==> config.mk <==
export PLATFORM = sky130hd
export DESIGN_NAME = tmr8_timer
export DESIGN_NICKNAME = d
export VERILOG_FILES = /design/src/hw/tmr8_pkg.sv /design/src/hw/tmr8_timer.sv
export SDC_FILE = /design/constraint.sdc
export NUM_CORES = 1
export LEC_CHECK = 0
export BUFFER_PORTS_ARGS = -buffer_cell sky130_fd_sc_hd__buf_2
export CELL_PAD_IN_SITES_DETAIL_PLACEMENT = 0
export CELL_PAD_IN_SITES_GLOBAL_PLACEMENT = 1
export CORE_MARGIN = 10
export CORE_UTILIZATION = 34
export CTS_CLUSTER_DIAMETER = 100
export CTS_CLUSTER_SIZE = 16
export DETAILED_ROUTE_END_ITERATION = 6
export PLACE_DENSITY_LB_ADDON = 0.12
export SKIP_CTS_REPAIR_TIMING = 1
export SLEW_MARGIN = 15
export SYNTH_ARGS = -nofsm -noshare
export SYNTH_HDL_FRONTEND = slang
export SYNTH_SLANG_ARGS = --single-unit
==> constraint.sdc <==
create_clock -name clk_sys_in -period 3.4 [get_ports clk_sys_in]
set_input_delay 0.17 -clock clk_sys_in [delete_from_list [all_inputs] [get_ports clk_sys_in]]
set_output_delay 0.17 -clock clk_sys_in [all_outputs]
set_load 0.02 [all_outputs]
==> src/hw/tmr8_pkg.sv <==
/*
 * Constants for the 8-bit timer/counter register block: register map,
 * field positions, reset values, clock-select and waveform mode codes.
 * Assumes a plain single-cycle register port and one system clock.
 */
// Notes on behaviour
// Force-compare bits act only while the waveform mode is not PWM.
// Software writes zero to force bits when writing control in PWM.
// Force bit is a one-cycle strobe applying the current output action.
// Forced compare sets no flag, asks no interrupt, never clears counter.
// Force-compare bits always read back as zero.
// Reserved control bits 5:4 and enable/flag bits 7:3 read zero.
// Clock select 000 stops, 001 undivided, 010-101 divide 8/64/256/1024.
// Clock select 110 counts pin falling edges, 111 rising edges.
// Pin edges count even when the pin is driven as an output.
// Counter register gives direct read and write of the 8-bit count.
// Counter write blocks compare matches on the next timer tick.
// Software should not modify a running counter, matches may be missed.
// Compare registers compare continuously, drive flags and waveforms.
// Enables in bits 2,1,0; interrupt needs enable, flag and global bit.
// Compare B flag bit 2 sets on counter matching compare B.
// Compare A flag bit 1 sets on counter matching compare A.
// Overflow flag bit 0 sets on overflow, point depends on wave mode.
// Each flag clears when its interrupt vector is executed.
// Writing one to a flag clears it; zero leaves it unchanged.
// Wave mode selects normal, clear-on-match or PWM; top, update, overflow.
// Output action 00 off, 01 toggle, 10 clear, 11 set on match.
// External count pin is synchronised and edge detected before use.
package tmr8_pkg;
    // ------------------------------------------------------------
    // Register map
    // ------------------------------------------------------------
    localparam logic [2:0] ADDR_CTRL_B = 3'h0;
    localparam logic [2:0] ADDR_COUNT = 3'h1;
    localparam logic [2:0] ADDR_CMP_A = 3'h2;
    localparam logic [2:0] ADDR_CMP_B = 3'h3;
    localparam logic [2:0] ADDR_IRQ_EN = 3'h4;
    localparam logic [2:0] ADDR_IRQ_FLAGS = 3'h5;
    // ------------------------------------------------------------
    // Field positions
    // ------------------------------------------------------------
    localparam int BIT_FORCE_A = 7;
    localparam int BIT_FORCE_B = 6;
    localparam int BIT_WAVE_HIGH = 3;
    localparam int BIT_CMP_B = 2;
    localparam int BIT_CMP_A = 1;
    localparam int BIT_OVF = 0;
    localparam logic [7:0] CTRL_B_READ_MASK = 8'h0f;
    localparam logic [7:0] IRQ_READ_MASK = 8'h07;
    localparam logic [7:0] RESET_BYTE = 8'h00;
    localparam logic [7:0] COUNT_MAX = 8'hff;
    localparam logic [7:0] COUNT_BOTTOM = 8'h00;
    // ------------------------------------------------------------
    // Clock select codes
    // ------------------------------------------------------------
    localparam logic [2:0] CS_STOP = 3'h0;
    localparam logic [2:0] CS_DIV1 = 3'h1;
    localparam logic [2:0] CS_DIV8 = 3'h2;
    localparam logic [2:0] CS_DIV64 = 3'h3;
    localparam logic [2:0] CS_DIV256 = 3'h4;
    localparam logic [2:0] CS_DIV1024 = 3'h5;
    localparam logic [2:0] CS_EXT_FALL = 3'h6;
    localparam logic [2:0] CS_EXT_RISE = 3'h7;
    localparam int PRESC_WIDTH = 10;
    localparam logic [9:0] PRESC_MASK_8 = 10'h007;
    localparam logic [9:0] PRESC_MASK_64 = 10'h03f;
    localparam logic [9:0] PRESC_MASK_256 = 10'h0ff;
    localparam logic [9:0] PRESC_MASK_1024 = 10'h3ff;
    // ------------------------------------------------------------
    // Waveform modes and output actions
    // ------------------------------------------------------------
    localparam logic [2:0] WM_NORMAL = 3'h0;
    localparam logic [2:0] WM_PC_FF = 3'h1;
    localparam logic [2:0] WM_CTC = 3'h2;
    localparam logic [2:0] WM_FAST_FF = 3'h3;
    localparam logic [2:0] WM_PC_CMPA = 3'h5;
    localparam logic [2:0] WM_FAST_CMPA = 3'h7;
    localparam logic [1:0] ACT_OFF = 2'h0;
    localparam logic [1:0] ACT_TOGGLE = 2'h1;
    localparam logic [1:0] ACT_CLEAR = 2'h2;
    localparam logic [1:0] ACT_SET = 2'h3;
endpackage

==> src/hw/tmr8_timer.sv <==
/*
 * 8-bit timer/counter with control B, count, two compare registers,
 * interrupt enable and write-one-to-clear flag registers.
 * Assumes a single system clock as the I/O clock, a plain register port
 * whose read data appear one cycle after the read strobe, and a core that
 * supplies the global interrupt bit and per-source vector acknowledges.
 */
// Implementation choices: the strobed register port and the address map.
`timescale 1ns/1ps
`default_nettype none
module tmr8_timer (
    // Clock and reset
    input wire logic clk_sys_in,
    input wire logic resetn_in,
    // Register port
    input wire logic [2:0] reg_addr_in,
    input wire logic [7:0] reg_wdata_in,
    input wire logic reg_wr_in,
    input wire logic reg_rd_in,
    output logic [7:0] reg_rdata_out,
    // Control register A fields, kept outside this block
    input wire logic [1:0] wave_mode_low_in,
    input wire logic [1:0] out_action_a_in,
    input wire logic [1:0] out_action_b_in,
    // Core side: global enable and vector acknowledges (ovf, cmp a, cmp b)
    input wire logic global_irq_en_in,
    input wire logic [2:0] vector_ack_in,
    // External count pin
    input wire logic ext_count_pin_in,
    // Outputs
    output logic wave_out_a_out,
    output logic wave_out_b_out,
    output logic [2:0] irq_req_out
);
    // ------------------------------------------------------------
    // Registers
    // ------------------------------------------------------------
    logic wave_mode_high_reg;
    logic [2:0] clk_source_sel_reg;
    logic [7:0] timer_count_reg;
    logic [7:0] compare_value_a_reg;
    logic [7:0] compare_value_b_reg;
    logic [7:0] cmp_a_buf_reg;
    logic [7:0] cmp_b_buf_reg;
    logic [2:0] timer_irq_enable_reg;
    logic [2:0] timer_irq_flags_reg;
    logic [2:0] pin_sync_reg;
    logic pin_level_reg;
    logic [9:0] presc_reg;
    logic block_match_reg;
    logic count_down_reg;
    logic [1:0] wave_reg;
    logic [2:0] wave_mode;
    logic is_pwm;
    logic tick;
    logic [7:0] top_val;
    logic wr_ctrl, wr_count, wr_flags;
    logic match_a, match_b, at_top, at_bottom, ovf_evt;
    logic force_a, force_b;

    assign wave_mode = {wave_mode_high_reg, wave_mode_low_in};
    assign wr_ctrl = reg_wr_in && (reg_addr_in == tmr8_pkg::ADDR_CTRL_B);
    assign wr_count = reg_wr_in && (reg_addr_in == tmr8_pkg::ADDR_COUNT);
    assign wr_flags = reg_wr_in && (reg_addr_in == tmr8_pkg::ADDR_IRQ_FLAGS);

    // PWM decode is used by force gating and buffer update
    function automatic logic pwm_mode(input logic [2:0] wm);
        pwm_mode = (wm == tmr8_pkg::WM_PC_FF) || (wm == tmr8_pkg::WM_FAST_FF) ||
                   (wm == tmr8_pkg::WM_PC_CMPA) || (wm == tmr8_pkg::WM_FAST_CMPA);
    endfunction

    // Output action on a match; the same decode serves forced compares
    function automatic logic apply_action(input logic [1:0] act, input logic cur);
        case (act)
            tmr8_pkg::ACT_TOGGLE: apply_action = ~cur;
            tmr8_pkg::ACT_CLEAR: apply_action = 1'b0;
            tmr8_pkg::ACT_SET: apply_action = 1'b1;
            default: apply_action = cur;
        endcase
    endfunction

    assign is_pwm = pwm_mode(wave_mode);
    // Force strobes only in non-PWM modes; they touch no flag or counter
    assign force_a = wr_ctrl && reg_wdata_in[tmr8_pkg::BIT_FORCE_A] && !is_pwm;
    assign force_b = wr_ctrl && reg_wdata_in[tmr8_pkg::BIT_FORCE_B] && !is_pwm;

    // ------------------------------------------------------------
    // Clock selection
    // ------------------------------------------------------------
    // Pin passes three flops; the first one may go metastable, so only it reads the pin
    always_ff @(posedge clk_sys_in or negedge resetn_in) begin
        if (!resetn_in) begin
            pin_sync_reg <= 3'h0;
        end else begin
            pin_sync_reg <= {pin_sync_reg[1:0], ext_count_pin_in};
        end
    end

    // Accepted pin level moves only once the last two stages agree, so a
    // one-cycle glitch that reaches a single stage never counts as an edge
    always_ff @(posedge clk_sys_in or negedge resetn_in) begin
        if (!resetn_in) begin
            pin_level_reg <= 1'b0;
        end else if (pin_sync_reg[2] == pin_sync_reg[1]) begin
            pin_level_reg <= pin_sync_reg[2];
        end
    end

    // Free-running prescaler shared by all divided rates
    always_ff @(posedge clk_sys_in or negedge resetn_in) begin
        if (!resetn_in) begin
            presc_reg <= '0;
        end else begin
            presc_reg <= presc_reg + 10'h001;
        end
    end

    // Timer tick: one cycle per selected clock event
    always_comb begin
        case (clk_source_sel_reg)
            tmr8_pkg::CS_DIV1: tick = 1'b1;
            tmr8_pkg::CS_DIV8: tick = (presc_reg & tmr8_pkg::PRESC_MASK_8) ==
                                      tmr8_pkg::PRESC_MASK_8;
            tmr8_pkg::CS_DIV64: tick = (presc_reg & tmr8_pkg::PRESC_MASK_64) ==
                                       tmr8_pkg::PRESC_MASK_64;
            tmr8_pkg::CS_DIV256: tick = (presc_reg & tmr8_pkg::PRESC_MASK_256) ==
                                        tmr8_pkg::PRESC_MASK_256;
            tmr8_pkg::CS_DIV1024: tick = presc_reg == tmr8_pkg::PRESC_MASK_1024;
            tmr8_pkg::CS_EXT_FALL: tick = pin_level_reg && !pin_sync_reg[2] && !pin_sync_reg[1];
            tmr8_pkg::CS_EXT_RISE: tick = !pin_level_reg && pin_sync_reg[2] && pin_sync_reg[1];
            default: tick = 1'b0;
        endcase
    end

    // ------------------------------------------------------------
    // Counter and compare
    // ------------------------------------------------------------
    // Top is compare A in clear-on-match and compare-A PWM modes
    assign top_val = (wave_mode == tmr8_pkg::WM_CTC || wave_mode == tmr8_pkg::WM_PC_CMPA ||
                      wave_mode == tmr8_pkg::WM_FAST_CMPA) ? cmp_a_buf_reg :
                     tmr8_pkg::COUNT_MAX;
    assign at_top = timer_count_reg == top_val;
    assign at_bottom = timer_count_reg == tmr8_pkg::COUNT_BOTTOM;
    // Compares run continuously but are blocked after a counter write
    assign match_a = tick && !block_match_reg && (timer_count_reg == cmp_a_buf_reg);
    assign match_b = tick && !block_match_reg && (timer_count_reg == cmp_b_buf_reg);

    // Overflow point per wave mode: bottom in phase-correct, top in compare-A fast PWM, MAX elsewhere
    always_comb begin
        case (wave_mode)
            tmr8_pkg::WM_PC_FF, tmr8_pkg::WM_PC_CMPA: ovf_evt = tick && at_bottom &&
                                                                count_down_reg;
            tmr8_pkg::WM_FAST_CMPA: ovf_evt = tick && at_top;
            default: ovf_evt = tick && (timer_count_reg == tmr8_pkg::COUNT_MAX);
        endcase
    end

    // Software write blocks matches until the next timer tick has passed
    always_ff @(posedge clk_sys_in or negedge resetn_in) begin
        if (!resetn_in) begin
            block_match_reg <= 1'b0;
        end else if (wr_count) begin
            block_match_reg <= 1'b1;
        end else if (tick) begin
            block_match_reg <= 1'b0;
        end
    end

    // Counter: software write wins; forced compares never clear it
    always_ff @(posedge clk_sys_in or negedge resetn_in) begin
        if (!resetn_in) begin
            timer_count_reg <= tmr8_pkg::RESET_BYTE;
            count_down_reg <= 1'b0;
        end else if (wr_count) begin
            timer_count_reg <= reg_wdata_in;
        end else if (tick) begin
            if (wave_mode == tmr8_pkg::WM_PC_FF || wave_mode == tmr8_pkg::WM_PC_CMPA) begin
                if (!count_down_reg && at_top) begin
                    count_down_reg <= 1'b1;
                    timer_count_reg <= timer_count_reg - 8'h01;
                end else if (count_down_reg && at_bottom) begin
                    count_down_reg <= 1'b0;
                    timer_count_reg <= timer_count_reg + 8'h01;
                end else if (count_down_reg) begin
                    timer_count_reg <= timer_count_reg - 8'h01;
                end else begin
                    timer_count_reg <= timer_count_reg + 8'h01;
                end
            end else if (at_top && wave_mode != tmr8_pkg::WM_NORMAL) begin
                timer_count_reg <= tmr8_pkg::COUNT_BOTTOM;
                count_down_reg <= 1'b0;
            end else begin
                timer_count_reg <= timer_count_reg + 8'h01;
                count_down_reg <= 1'b0;
            end
        end
    end

    // Compare buffers: immediate in non-PWM, at top in PWM
    always_ff @(posedge clk_sys_in or negedge resetn_in) begin
        if (!resetn_in) begin
            cmp_a_buf_reg <= tmr8_pkg::RESET_BYTE;
            cmp_b_buf_reg <= tmr8_pkg::RESET_BYTE;
        end else if (!is_pwm || (tick && ((count_down_reg == 1'b0 && at_top &&
                     wave_mode[0] && wave_mode != tmr8_pkg::WM_FAST_FF &&
                     wave_mode != tmr8_pkg::WM_FAST_CMPA) ||
                     ((wave_mode == tmr8_pkg::WM_FAST_FF ||
                       wave_mode == tmr8_pkg::WM_FAST_CMPA) && at_top)))) begin
            cmp_a_buf_reg <= compare_value_a_reg;
            cmp_b_buf_reg <= compare_value_b_reg;
        end
    end

    // ------------------------------------------------------------
    // Waveform outputs
    // ------------------------------------------------------------
    // Non-PWM: action on match or force; PWM: act on match, fast modes also load at top
    always_ff @(posedge clk_sys_in or negedge resetn_in) begin
        if (!resetn_in) begin
            wave_reg <= 2'h0;
        end else begin
            if (force_a || (match_a && !is_pwm)) begin
                wave_reg[0] <= apply_action(out_action_a_in, wave_reg[0]);
            end else if (is_pwm && match_a && out_action_a_in[1]) begin
                wave_reg[0] <= out_action_a_in[0] ^ count_down_reg;
            end else if (is_pwm && tick && at_top && !wave_mode[0] == 1'b0 &&
                         wave_mode[1] && out_action_a_in[1]) begin
                wave_reg[0] <= ~out_action_a_in[0];
            end
            if (force_b || (match_b && !is_pwm)) begin
                wave_reg[1] <= apply_action(out_action_b_in, wave_reg[1]);
            end else if (is_pwm && match_b && out_action_b_in[1]) begin
                wave_reg[1] <= out_action_b_in[0] ^ count_down_reg;
            end else if (is_pwm && tick && at_top && wave_mode[1] && out_action_b_in[1]) begin
                wave_reg[1] <= ~out_action_b_in[0];
            end
        end
    end

    always_ff @(posedge clk_sys_in or negedge resetn_in) begin
        if (!resetn_in) begin
            wave_out_a_out <= 1'b0;
            wave_out_b_out <= 1'b0;
        end else begin
            wave_out_a_out <= (out_action_a_in != tmr8_pkg::ACT_OFF) && wave_reg[0];
            wave_out_b_out <= (out_action_b_in != tmr8_pkg::ACT_OFF) && wave_reg[1];
        end
    end

    // ------------------------------------------------------------
    // Control and data registers
    // ------------------------------------------------------------
    // Force bits are not stored, so they cannot read back as one
    always_ff @(posedge clk_sys_in or negedge resetn_in) begin
        if (!resetn_in) begin
            wave_mode_high_reg <= 1'b0;
            clk_source_sel_reg <= tmr8_pkg::CS_STOP;
        end else if (wr_ctrl) begin
            wave_mode_high_reg <= reg_wdata_in[tmr8_pkg::BIT_WAVE_HIGH];
            clk_source_sel_reg <= reg_wdata_in[2:0];
        end
    end

    always_ff @(posedge clk_sys_in or negedge resetn_in) begin
        if (!resetn_in) begin
            compare_value_a_reg <= tmr8_pkg::RESET_BYTE;
            compare_value_b_reg <= tmr8_pkg::RESET_BYTE;
            timer_irq_enable_reg <= 3'h0;
        end else if (reg_wr_in) begin
            if (reg_addr_in == tmr8_pkg::ADDR_CMP_A) begin
                compare_value_a_reg <= reg_wdata_in;
            end
            if (reg_addr_in == tmr8_pkg::ADDR_CMP_B) begin
                compare_value_b_reg <= reg_wdata_in;
            end
            if (reg_addr_in == tmr8_pkg::ADDR_IRQ_EN) begin
                timer_irq_enable_reg <= reg_wdata_in[2:0];
            end
        end
    end

    // Flags: hardware set beats any clear in the same cycle
    always_ff @(posedge clk_sys_in or negedge resetn_in) begin
        if (!resetn_in) begin
            timer_irq_flags_reg <= 3'h0;
        end else begin
            timer_irq_flags_reg <= ((timer_irq_flags_reg &
                ~((wr_flags ? reg_wdata_in[2:0] : 3'h0) | vector_ack_in)) |
                {match_b, match_a, ovf_evt});
        end
    end

    // Interrupt requests need enable, flag and global bit
    always_ff @(posedge clk_sys_in or negedge resetn_in) begin
        if (!resetn_in) begin
            irq_req_out <= 3'h0;
        end else begin
            irq_req_out <= timer_irq_enable_reg & timer_irq_flags_reg &
                           {3{global_irq_en_in}};
        end
    end

    // Read data one cycle after the strobe; reserved bits return zero
    always_ff @(posedge clk_sys_in or negedge resetn_in) begin
        if (!resetn_in) begin
            reg_rdata_out <= 8'h00;
        end else if (reg_rd_in) begin
            case (reg_addr_in)
                tmr8_pkg::ADDR_CTRL_B: reg_rdata_out <= {4'h0, wave_mode_high_reg,
                                                         clk_source_sel_reg};
                tmr8_pkg::ADDR_COUNT: reg_rdata_out <= timer_count_reg;
                tmr8_pkg::ADDR_CMP_A: reg_rdata_out <= compare_value_a_reg;
                tmr8_pkg::ADDR_CMP_B: reg_rdata_out <= compare_value_b_reg;
                tmr8_pkg::ADDR_IRQ_EN: reg_rdata_out <= {5'h00, timer_irq_enable_reg};
                tmr8_pkg::ADDR_IRQ_FLAGS: reg_rdata_out <= {5'h00, timer_irq_flags_reg};
                default: reg_rdata_out <= 8'h00;
            endcase
        end else begin
            reg_rdata_out <= 8'h00;
        end
    end

    // ------------------------------------------------------------
    // Checks
    // ------------------------------------------------------------
    property p_force_no_flag;
        @(posedge clk_sys_in) disable iff (!resetn_in)
        (force_a && !match_a && !vector_ack_in[1] && !wr_flags &&
         !timer_irq_flags_reg[1]) |=> !timer_irq_flags_reg[1];
    endproperty
    a_force_no_flag: assert property (p_force_no_flag) else $error("force set flag");
    property p_block;
        @(posedge clk_sys_in) disable iff (!resetn_in)
        wr_count |=> !match_a && !match_b;
    endproperty
    a_block: assert property (p_block) else $error("match after count write");
    property p_flag_set;
        @(posedge clk_sys_in) disable iff (!resetn_in)
        match_a |=> timer_irq_flags_reg[1];
    endproperty
    a_flag_set: assert property (p_flag_set) else $error("cmp a flag missed");
    property p_irq;
        @(posedge clk_sys_in) disable iff (!resetn_in)
        irq_req_out[2] |-> $past(timer_irq_flags_reg[2]) && $past(global_irq_en_in);
    endproperty
    a_irq: assert property (p_irq) else $error("irq without cause");
    property p_stop;
        @(posedge clk_sys_in) disable iff (!resetn_in)
        (clk_source_sel_reg == tmr8_pkg::CS_STOP && !wr_count) |=> $stable(timer_count_reg);
    endproperty
    a_stop: assert property (p_stop) else $error("stopped counter moved");
    property p_rd_zero;
        @(posedge clk_sys_in) disable iff (!resetn_in)
        reg_rd_in && reg_addr_in == tmr8_pkg::ADDR_CTRL_B |=> reg_rdata_out[7:4] == 4'h0;
    endproperty
    a_rd_zero: assert property (p_rd_zero) else $error("reserved bits set");
    property p_w1c;
        @(posedge clk_sys_in) disable iff (!resetn_in)
        (wr_flags && reg_wdata_in[0] && !ovf_evt) |=> !timer_irq_flags_reg[0];
    endproperty
    a_w1c: assert property (p_w1c) else $error("flag not cleared");
    property p_count_wr;
        @(posedge clk_sys_in) disable iff (!resetn_in)
        wr_count |=> timer_count_reg == $past(reg_wdata_in);
    endproperty
    a_count_wr: assert property (p_count_wr) else $error("count write lost");
    property p_force_pwm;
        @(posedge clk_sys_in) disable iff (!resetn_in)
        (wr_ctrl && is_pwm && !tick) |=> $stable(wave_reg);
    endproperty
    a_force_pwm: assert property (p_force_pwm) else $error("force acted in pwm");
    property p_rd_irq_zero;
        @(posedge clk_sys_in) disable iff (!resetn_in)
        reg_rd_in && reg_addr_in >= tmr8_pkg::ADDR_IRQ_EN |=> reg_rdata_out[7:3] == 5'h00;
    endproperty
    a_rd_irq_zero: assert property (p_rd_irq_zero) else $error("reserved irq bits set");
endmodule
`default_nettype wire

==> results of run 1 <==
[per-layer routing]
layer | vias up | wire length [µm] | global-route usage
met4 | 0 | 247 | 0.0532
met2 | 69 | 5340 | 0.201
li1 | 1570 | - | -
met3 | 19 | 522 | 0.0334
met5 | - | 0 | 0
met1 | 1580 | 5840 | 0.191
[how the worst max path moves through the flow]
stage | from | to | slack (ns) | cells after the start
after CTS | timer_count_reg[2] | cmp_b_buf_reg[2] | 0.57 | 8
after floorplan | presc_reg[0] | cmp_a_buf_reg[0] | 0.94 | 9
after global routing | timer_count_reg[2] | cmp_b_buf_reg[2] | 0.39 | 8
final | timer_count_reg[2] | cmp_b_buf_reg[2] | 0.55 | 8
after detailed placement | timer_count_reg[2] | cmp_b_buf_reg[4] | 0.59 | 8
after global placement | timer_count_reg[3] | cmp_b_buf_reg[0] | 0.55 | 8
[layout make-up]
cell class              instances  area, µm²  area share
well taps                     172        215      0.0419
flip-flops and latches         81       2030       0.395
repair buffers                 45        250      0.0488
clock inverters                 5       62.6      0.0122
clock buffers                  11        253      0.0492
inverters                      13       48.8     0.00951
multi-input cells             301       2280       0.443
[worst register-to-register path, cell delays in order (launching register included)]
cell and delay [ns]:
dfrtp_1 0.61, nand4_1 0.33, or2_2 0.38, or2_2 0.35
nand2_2 0.18, nand2_2 0.09, o21ai_4 0.14, buf_4 0.28
mux2_2 0.38
[kinds of logic (layout without fill, tap and decap cells)]
kind of cell	after synthesis	in the layout	share of synthesized area
muxes	54	54	0.146
buffers and inverters	33	74	0.0351
adders and majority gates	7	7	0.0191
and+or+nand+nor	140	140	0.162
DFF	81	81	0.455
xor gates and xnor gates	24	24	0.0471
AOI/OAI and AO/OA	76	76	0.136
[stage by stage]
| stage | instances | power, mW |
|---|---|---|
| 2_1_floorplan | 415 | 2.09 |
| 3_3_place_gp | 610 | 2.36 |
| 3_5_place_dp | 610 | 2.36 |
| 4_1_cts | 626 | 3.40 |
| 5_1_grt | 628 | 3.57 |
| 6_report | 628 | 3.36 |
[power groups by stage]
stage | combinational [mW] | sequential (mW) | clock [mW]
2_1_floorplan | 0.794 | 1.30 | 0
3_3_place_gp | 0.919 | 1.44 | 0
3_5_place_dp | 0.910 | 1.44 | 0
4_1_cts | 0.916 | 1.43 | 1.05
5_1_grt | 1.01 | 1.47 | 1.09
6_report | 0.913 | 1.43 | 1.02
[synth_stat cells, types with 3 or more instances]
cell and number:
o32ai_1 3, and3_1 8, nor2_1 31, inv_1 12
or2_2 3, o22ai_1 3, a31oi_1 3, nor4_1 6
mux2_4 10, buf_2 7, clkbuf_1 9, ha_1 6
nand3b_1 3, o211ai_1 4, xor2_1 6, nor3_1 8
nand2b_1 8, mux2_2 37, o21ai_0 12, mux2i_1 6
a21oi_1 12, dfrtp_1 81, nand2_1 36, xnor2_1 18
o211a_1 3, nor2b_1 6, nand3_1 11, and2_1 4
a22oi_1 7, nand4_1 3
[placed cells by master (no fill, tap or decap), types with 4 or more instances in the layout]
| cell type | instances |
|---|---|
| mux2_2 | 37 |
| nand3_1 | 11 |
| a21oi_1 | 12 |
| mux2_4 | 10 |
| buf_4 | 6 |
| and3_1 | 8 |
| dfrtp_1 | 81 |
| buf_2 | 37 |
| and2_1 | 4 |
| nand2_1 | 36 |
| o21ai_0 | 12 |
| inv_1 | 12 |
| nor3_1 | 8 |
| a22oi_1 | 7 |
| nor2_1 | 31 |
| mux2i_1 | 6 |
| ha_1 | 6 |
| xnor2_1 | 18 |
| clkbuf_16 | 9 |
| nor4_1 | 6 |
| xor2_1 | 6 |
| nor2b_1 | 6 |
| nand2b_1 | 8 |
| o211ai_1 | 4 |
==> results_dict.tcl, run 1 <==
set metrics [dict create \
    setup_violations 0 \
    fin_crit_ns 2.85 \
    wl_per_cell_um 19.0 \
    cts_buffers 9 \
    power_frac_comb 0.271 \
    place_area_um2 4800 \
    dp.final_hpwl_um 8640 \
    drive_above_1_share 0.279 \
    synth_cells 415 \
    p_leak_nw 2.27 \
    fin_worst_skew_ns 0.00603 \
    die_w_um 135 \
    routed_wl_um 11900 \
    yosysWarnings 0 \
    regToRegSetupSlack_ns 0.55 \
    vias_per_cell 5.16 \
    worstPathCellList "nand4_1 > or2_2 > or2_2 > nand2_2 > nand2_2 > o21ai_4 > buf_4 > mux2_2" \
    crit_buf_inv 1 \
    yosysSeqAreaShare 0.455 \
    critPathCaptureType "register" \
    drtAntennaViolNets 0 \
    via_count 3238 \
    crit_family "simple AND/OR/NAND/NOR gates" \
    slowest_stage "dfrtp_1" \
    io_pins 39 \
    ys.flop_type "dfrtp_1" \
    cts_max_level 3 \
    hold_slack_ns 0.0821 \
    holdPathEnd "timer_irq_flags_reg[1]" \
    seq_power_share 0.424 \
    final_area_um2 5130 \
    switching_share 0.340 \
    drtIter0Drc 135 \
    n_antenna_cell 0 \
    grt_pass1_vias 3321 \
    async_flop_share 1.00 \
    pwr-share-clk 0.304 \
    grt-ovfl-total 0 \
    ys_ff_latch 81 \
    synth_top_area_cell "dfrtp_1" \
    cp-start-kind "register" \
    rows 41 \
    start_util 0.351 \
    path_max_fanout 16 \
    synth_area_leaders "dfrtp_1 45%, mux2_2 9.3%, xnor2_1 3.5%, mux2_4 3.4%, nand2_1 3.0%" \
    r2r-end "cmp_b_buf_reg[2]" \
    syn_nets 447 \
    io_buffers 38 \
    hold_path.startpoint "vector_ack_in[1]" \
    crit_required_ns 3.63 \
    synth_edf_count 0 \
    finalHoldViolCount 0 \
    syn_area_um2 4460 \
    cts_tree "built" \
    fmax_ghz 0.351 \
    dp_slack_ns 0.587 \
    largest_reg_flops 10 \
    period_share 0.838 \
    slowest_delay_ns 0.61 \
    clockBufferDepth 2 \
    die_h_um 135 \
    tightestPinTransition_ns 0.904 \
    crit_type "reg2reg" \
    grt_pass1_wl_um 19400 \
    synth_top_area_frac 0.455 \
    worstRegToRegCells 8 \
    drcViolationCount 0 \
    finalMaxSlewViolations 0 \
    fp.coreArea_um2 12700 \
    gp_congestion 0.878 \
    rsz0062_at_grt "no" \
    avgSynthCellArea_um2 10.7 \
    hold_path.class "in2reg" \
    clock_sinks 81 \
    p_int_mw 2.22 \
    synth_cell_types 70 \
    drtPass1Iterations 4 \
    setup_tns_ns 0 \
    clock_latency_ns 0.34 \
    n_fill_cell 1313 \
    setup_ws_ns 0.551 \
    crit_arrival_ns 3.08 \
    grt_usage 0.138 \
    root_buffer "clkbuf_16" \
    ir_drop_uv 319 \
    area_growth_pct 15.1 \
    clkTransAtPathRegs_ns 0.07 \
    switchingPower_mw 1.14 \
    powerDensity_nw_per_um2 655 \
    antenna_found_initial 0 \
    outcome "finished clean" \
    r2r-start "timer_count_reg[2]" \
    grt_max_degree 63 \
    fin_nets 483 \
    relSlewSlack 0.395 \
    final_util 0.403 \
    hold_depth 3 \
    maxCapViolCount 0 \
    dieArea_um2 18100 \
]
(Power assumes the default switching activity.)
==> run 2, diff against run 1 <==
- clock period: 3.4 -> 2.75 ns (I/O delays scaled with it)
==> results_dict.tcl, run 2 (synthesis gave the netlist of run 1 again) <==
set metrics [dict create \
    outcome "finished clean" \
    start_util 0.351 \
    routed_wl_um 12000 \
    fin_cells 645 \
    maxCapViolCount 0 \
    largest_reg_flops 10 \
    drtIter0Drc 189 \
    n_fill_cell 1322 \
    layout_common_cells "81 x dfrtp_1, 37 x mux2_2, 37 x buf_2" \
    period_share 0.952 \
    grt_pass1_wl_um 19800 \
    crit_required_ns 2.97 \
    powerDensity_nw_per_um2 795 \
    r2r-start "presc_reg[0]" \
    drtAntennaViolNets 0 \
    hold_depth 3 \
    finalHoldViolCount 0 \
    grt-ovfl-total 0 \
    clock_sinks 81 \
    use_met3 0.0338 \
    via_count 3346 \
    clockBufferDepth 2 \
    cts_tree "built" \
    tightestPinTransition_ns 0.589 \
    layout_commonest_cell "dfrtp_1" \
    setup_tns_ns 0 \
    io_pins 39 \
    fp.coreArea_um2 12700 \
    vias_per_cell 5.19 \
    dp.final_hpwl_um 8970 \
    use_met2 0.213 \
    hold_path.startpoint "vector_ack_in[1]" \
    rows 41 \
    relSlewSlack 0.606 \
    rsz0062_at_grt "no" \
    multi_input_area_um2 2280 \
    fmax_ghz 0.382 \
    cts_buffers 9 \
    grt_max_degree 42 \
    cp-start-kind "register" \
    drcViolationCount 0 \
    grt_usage 0.139 \
    holdPathEnd "timer_irq_flags_reg[1]" \
    clkTransAtPathRegs_ns 0.06 \
    crit_arrival_ns 2.84 \
    finalMaxSlewViolations 0 \
    hold_slack_ns 0.0444 \
    n_antenna_cell 0 \
    dpl.cell_count 628 \
    p_total_mw 4.18 \
    p_leak_nw 2.35 \
    ir_drop_uv 297 \
    dieArea_um2 18100 \
    r2r-end "cmp_b_buf_reg[3]" \
    clock_latency_ns 0.34 \
    crit_type "reg2reg" \
    fin_nets 501 \
    area_growth_pct 17.8 \
    gr-usage-met1 0.184 \
    antenna_found_initial 0 \
    hold_path.class "in2reg" \
    worstRegToRegCells 9 \
    path_max_fanout 16 \
    fin_worst_skew_ns 0.00718 \
    final_area_um2 5250 \
    setup_violations 0 \
    drtPass1Iterations 4 \
    grt_pass1_vias 3519 \
    regToRegSetupSlack_ns 0.13 \
    grt_busiest_layer "met2" \
    drive_above_1_share 0.302 \
    place_area_um2 4940 \
    fin_crit_ns 2.62 \
    die_h_um 135 \
    io_buffers 38 \
    gp_congestion 0.867 \
    regArea_um2 2030 \
    critPathCaptureType "register" \
    cts_max_level 3 \
    wl_per_cell_um 18.5 \
    root_buffer "clkbuf_16" \
    die_w_um 135 \
]
-- run 2: cell count changes in the layout (fill, tap and decap cells not counted) --
cell	delta
buf_4	+17
clkbuf_8	-2
clkbuf_1	+1
inv_6	-1
clkinvlp_4	-2
clkinv_4	+1
buf_12	+1
clkinv_2	+2
-- run 2: how the worst max path moves through the flow --
stage	startpoint	to	slack [ns]
finish	presc_reg[0]	cmp_b_buf_reg[3]	0.13
global route	presc_reg[0]	wave_reg[0]	0.003
CTS	presc_reg[0]	cmp_b_buf_reg[3]	0.13
detailed placement	presc_reg[0]	cmp_b_buf_reg[2]	0.14
global placement	presc_reg[0]	cmp_b_buf_reg[0]	0.20
floorplan	presc_reg[0]	cmp_a_buf_reg[0]	0.29
-- run 2: cell type report --
| type | count | share of cell area |
|---|---|---|
| Multi-Input combinational cell | 301 | 0.433 |
| Sequential cell | 81 | 0.386 |
| Timing Repair Buffer | 63 | 0.0758 |
| Clock buffer | 10 | 0.0436 |
| Tap cell | 172 | 0.0410 |
| Clock inverter | 5 | 0.0110 |
| Inverter | 13 | 0.00929 |
-- run 2: worst max-delay path, cell delays in order (launching register included) --
cell	delay, ns
dfrtp_1	0.40
ha_1	0.21
nand3_2	0.11
or3_4	0.40
o311ai_4	0.32
o21a_4	0.26
nand2_2	0.08
o21ai_4	0.18
buf_12	0.18
mux2_2	0.34
-- run 2: report_power, final --
group          internal [mW]  total, mW  switching, mW  leakage [nW]
combinational          0.660       1.31          0.645          1.21
sequential              1.43       1.70          0.270          1.00
clock                  0.698       1.17          0.474         0.142
total                   2.79       4.18           1.39          2.35
-- run 2: metrics by stage --
stage | util | setup WS (ns)
after floorplan | - | 0.294
after global placement | 0.389 | 0.196
after detailed placement | 0.389 | 0.145
after CTS | 0.411 | 0.130
after global routing | 0.413 | 0.00336
final | 0.413 | 0.133
-- run 2: metal layers --
layer  part of all wire  vias up
met5                  0        -
met4              0.023        0
met3              0.041       16
met2               0.45       71
met1               0.49     1653
li1                   -     1606
==> run 3, diff against run 2 <==
- MAX_ROUTING_LAYER: not set -> met4
==> results_dict.tcl, run 3 (synthesis gave the netlist of run 1 again) <==
set metrics [dict create \
    setup_tns_ns 0 \
    hold_path.class "in2reg" \
    cp-start-kind "register" \
    tightestPinTransition_ns 0.589 \
    clockBufferDepth 2 \
    fin_crit_ns 2.62 \
    clkTransAtPathRegs_ns 0.06 \
    drive_above_1_share 0.302 \
    antenna_found_initial 0 \
    via_count 3337 \
    die_h_um 135 \
    grt-ovfl-total 0 \
    grt_max_degree 42 \
    outcome "finished clean" \
    powerDensity_nw_per_um2 796 \
    die_w_um 135 \
    setup_ws_ns 0.133 \
    worstPathCellList "ha_1 > nand3_2 > or3_4 > o311ai_4 > o21a_4 > nand2_2 > o21ai_4 > buf_12 > mux2_2" \
    cts_max_level 3 \
    grt_pass1_wl_um 19800 \
    vias_per_cell 5.17 \
    dp.final_hpwl_um 8970 \
    slowest_stage "dfrtp_1" \
    critPathCaptureType "register" \
    grt_usage 0.143 \
    dp_slack_ns 0.145 \
    grt_pass1_vias 3524 \
    start_util 0.351 \
    largest_reg_flops 10 \
    crit_type "reg2reg" \
    p_leak_nw 2.35 \
    fin_nets 501 \
    drcViolationCount 0 \
    setup_violations 0 \
    rows 41 \
    crit_required_ns 2.97 \
    path_max_fanout 16 \
    io_pins 39 \
    clock_sinks 81 \
    finalMaxSlewViolations 0 \
    area_growth_pct 17.8 \
    drtPass1Iterations 4 \
    relSlewSlack 0.606 \
    fmax_ghz 0.382 \
    slowest_delay_ns 0.40 \
    period_share 0.952 \
    layout_commonest_cell "dfrtp_1" \
    rsz0062_at_grt "no" \
    crit_arrival_ns 2.84 \
    fp.coreArea_um2 12700 \
    wl_per_cell_um 18.5 \
    io_buffers 38 \
    dieArea_um2 18100 \
    cts_buffers 9 \
    n_antenna_cell 0 \
    root_buffer "clkbuf_16" \
    fin_worst_skew_ns 0.00716 \
    maxCapViolCount 0 \
    routed_wl_um 11900 \
    n_fill_cell 1322 \
    gp_congestion 0.881 \
    layout_common_cells "81 x dfrtp_1, 37 x mux2_2, 37 x buf_2" \
    clock_latency_ns 0.34 \
    ir_drop_uv 298 \
    drtIter0Drc 193 \
    cts_tree "built" \
    drtAntennaViolNets 0 \
    finalHoldViolCount 0 \
]
## run 3: cell counts in the layout (fill, tap and decap cells not counted)
Identical to the previous run, type by type.
## run 3: final timing paths
kind | startpoint | endpoint | slack (ns) | depth (start not counted)
setup reg to reg | presc_reg[0] | cmp_b_buf_reg[3] | 0.13 | 9
min in group asynchronous | resetn_in | irq_req_out[2] | 0.32 | 2
hold reg to reg | pin_sync_reg[0] | pin_sync_reg[1] | 0.35 | 0
setup / recovery | presc_reg[0] | cmp_b_buf_reg[3] | 0.13 | 9
max in group asynchronous | resetn_in | cmp_b_buf_reg[4] | 1.73 | 3
hold / removal | vector_ack_in[1] | timer_irq_flags_reg[1] | 0.05 | 3
## run 3: worst max-delay path, delay by kind of cell (launching register included)
family	cells	cell delay [ns]
flops	1	0.40
simple gates	3	0.59
compound gates	3	0.76
mux	1	0.34
fa+ha+maj	1	0.21
buf+inv	1	0.18
## run 3: final cells by class
type                            count  area, µm²  area share
Clock inverter                      5       57.6      0.0110
Clock buffer                       10        229      0.0436
Tap cell                          172        215      0.0410
Multi-Input combinational cell    301       2280       0.433
Inverter                           13       48.8     0.00929
Sequential cell                    81       2030       0.386
Timing Repair Buffer               63        398      0.0758
## run 3: layer usage
metal	track usage	vias up	routed length, µm
met4	0.0544	0	271
met1	0.188	1662	5990
met5	-	-	0
li1	-	1603	-
met2	0.213	55	5350
met3	0.0278	17	314
## run 3: power by group
part / switching (mW) / total, mW / internal, mW
combinational: 0.646 / 1.31 / 0.660
clock: 0.476 / 1.17 / 0.698
sequential: 0.270 / 1.70 / 1.43
## run 3: per-stage QoR
step	power (mW)	instance area (µm²)	instances	hold WS, ns	util
floorplan	2.59	4460	415	-0.158	-
global route	4.44	5250	645	0.0635	0.413
detailed placement	3.03	4940	628	0.165	0.389
finish	4.18	5250	645	0.0465	0.413
CTS	4.23	5230	643	-0.206	0.411
global placement	3.03	4940	628	0.161	0.389
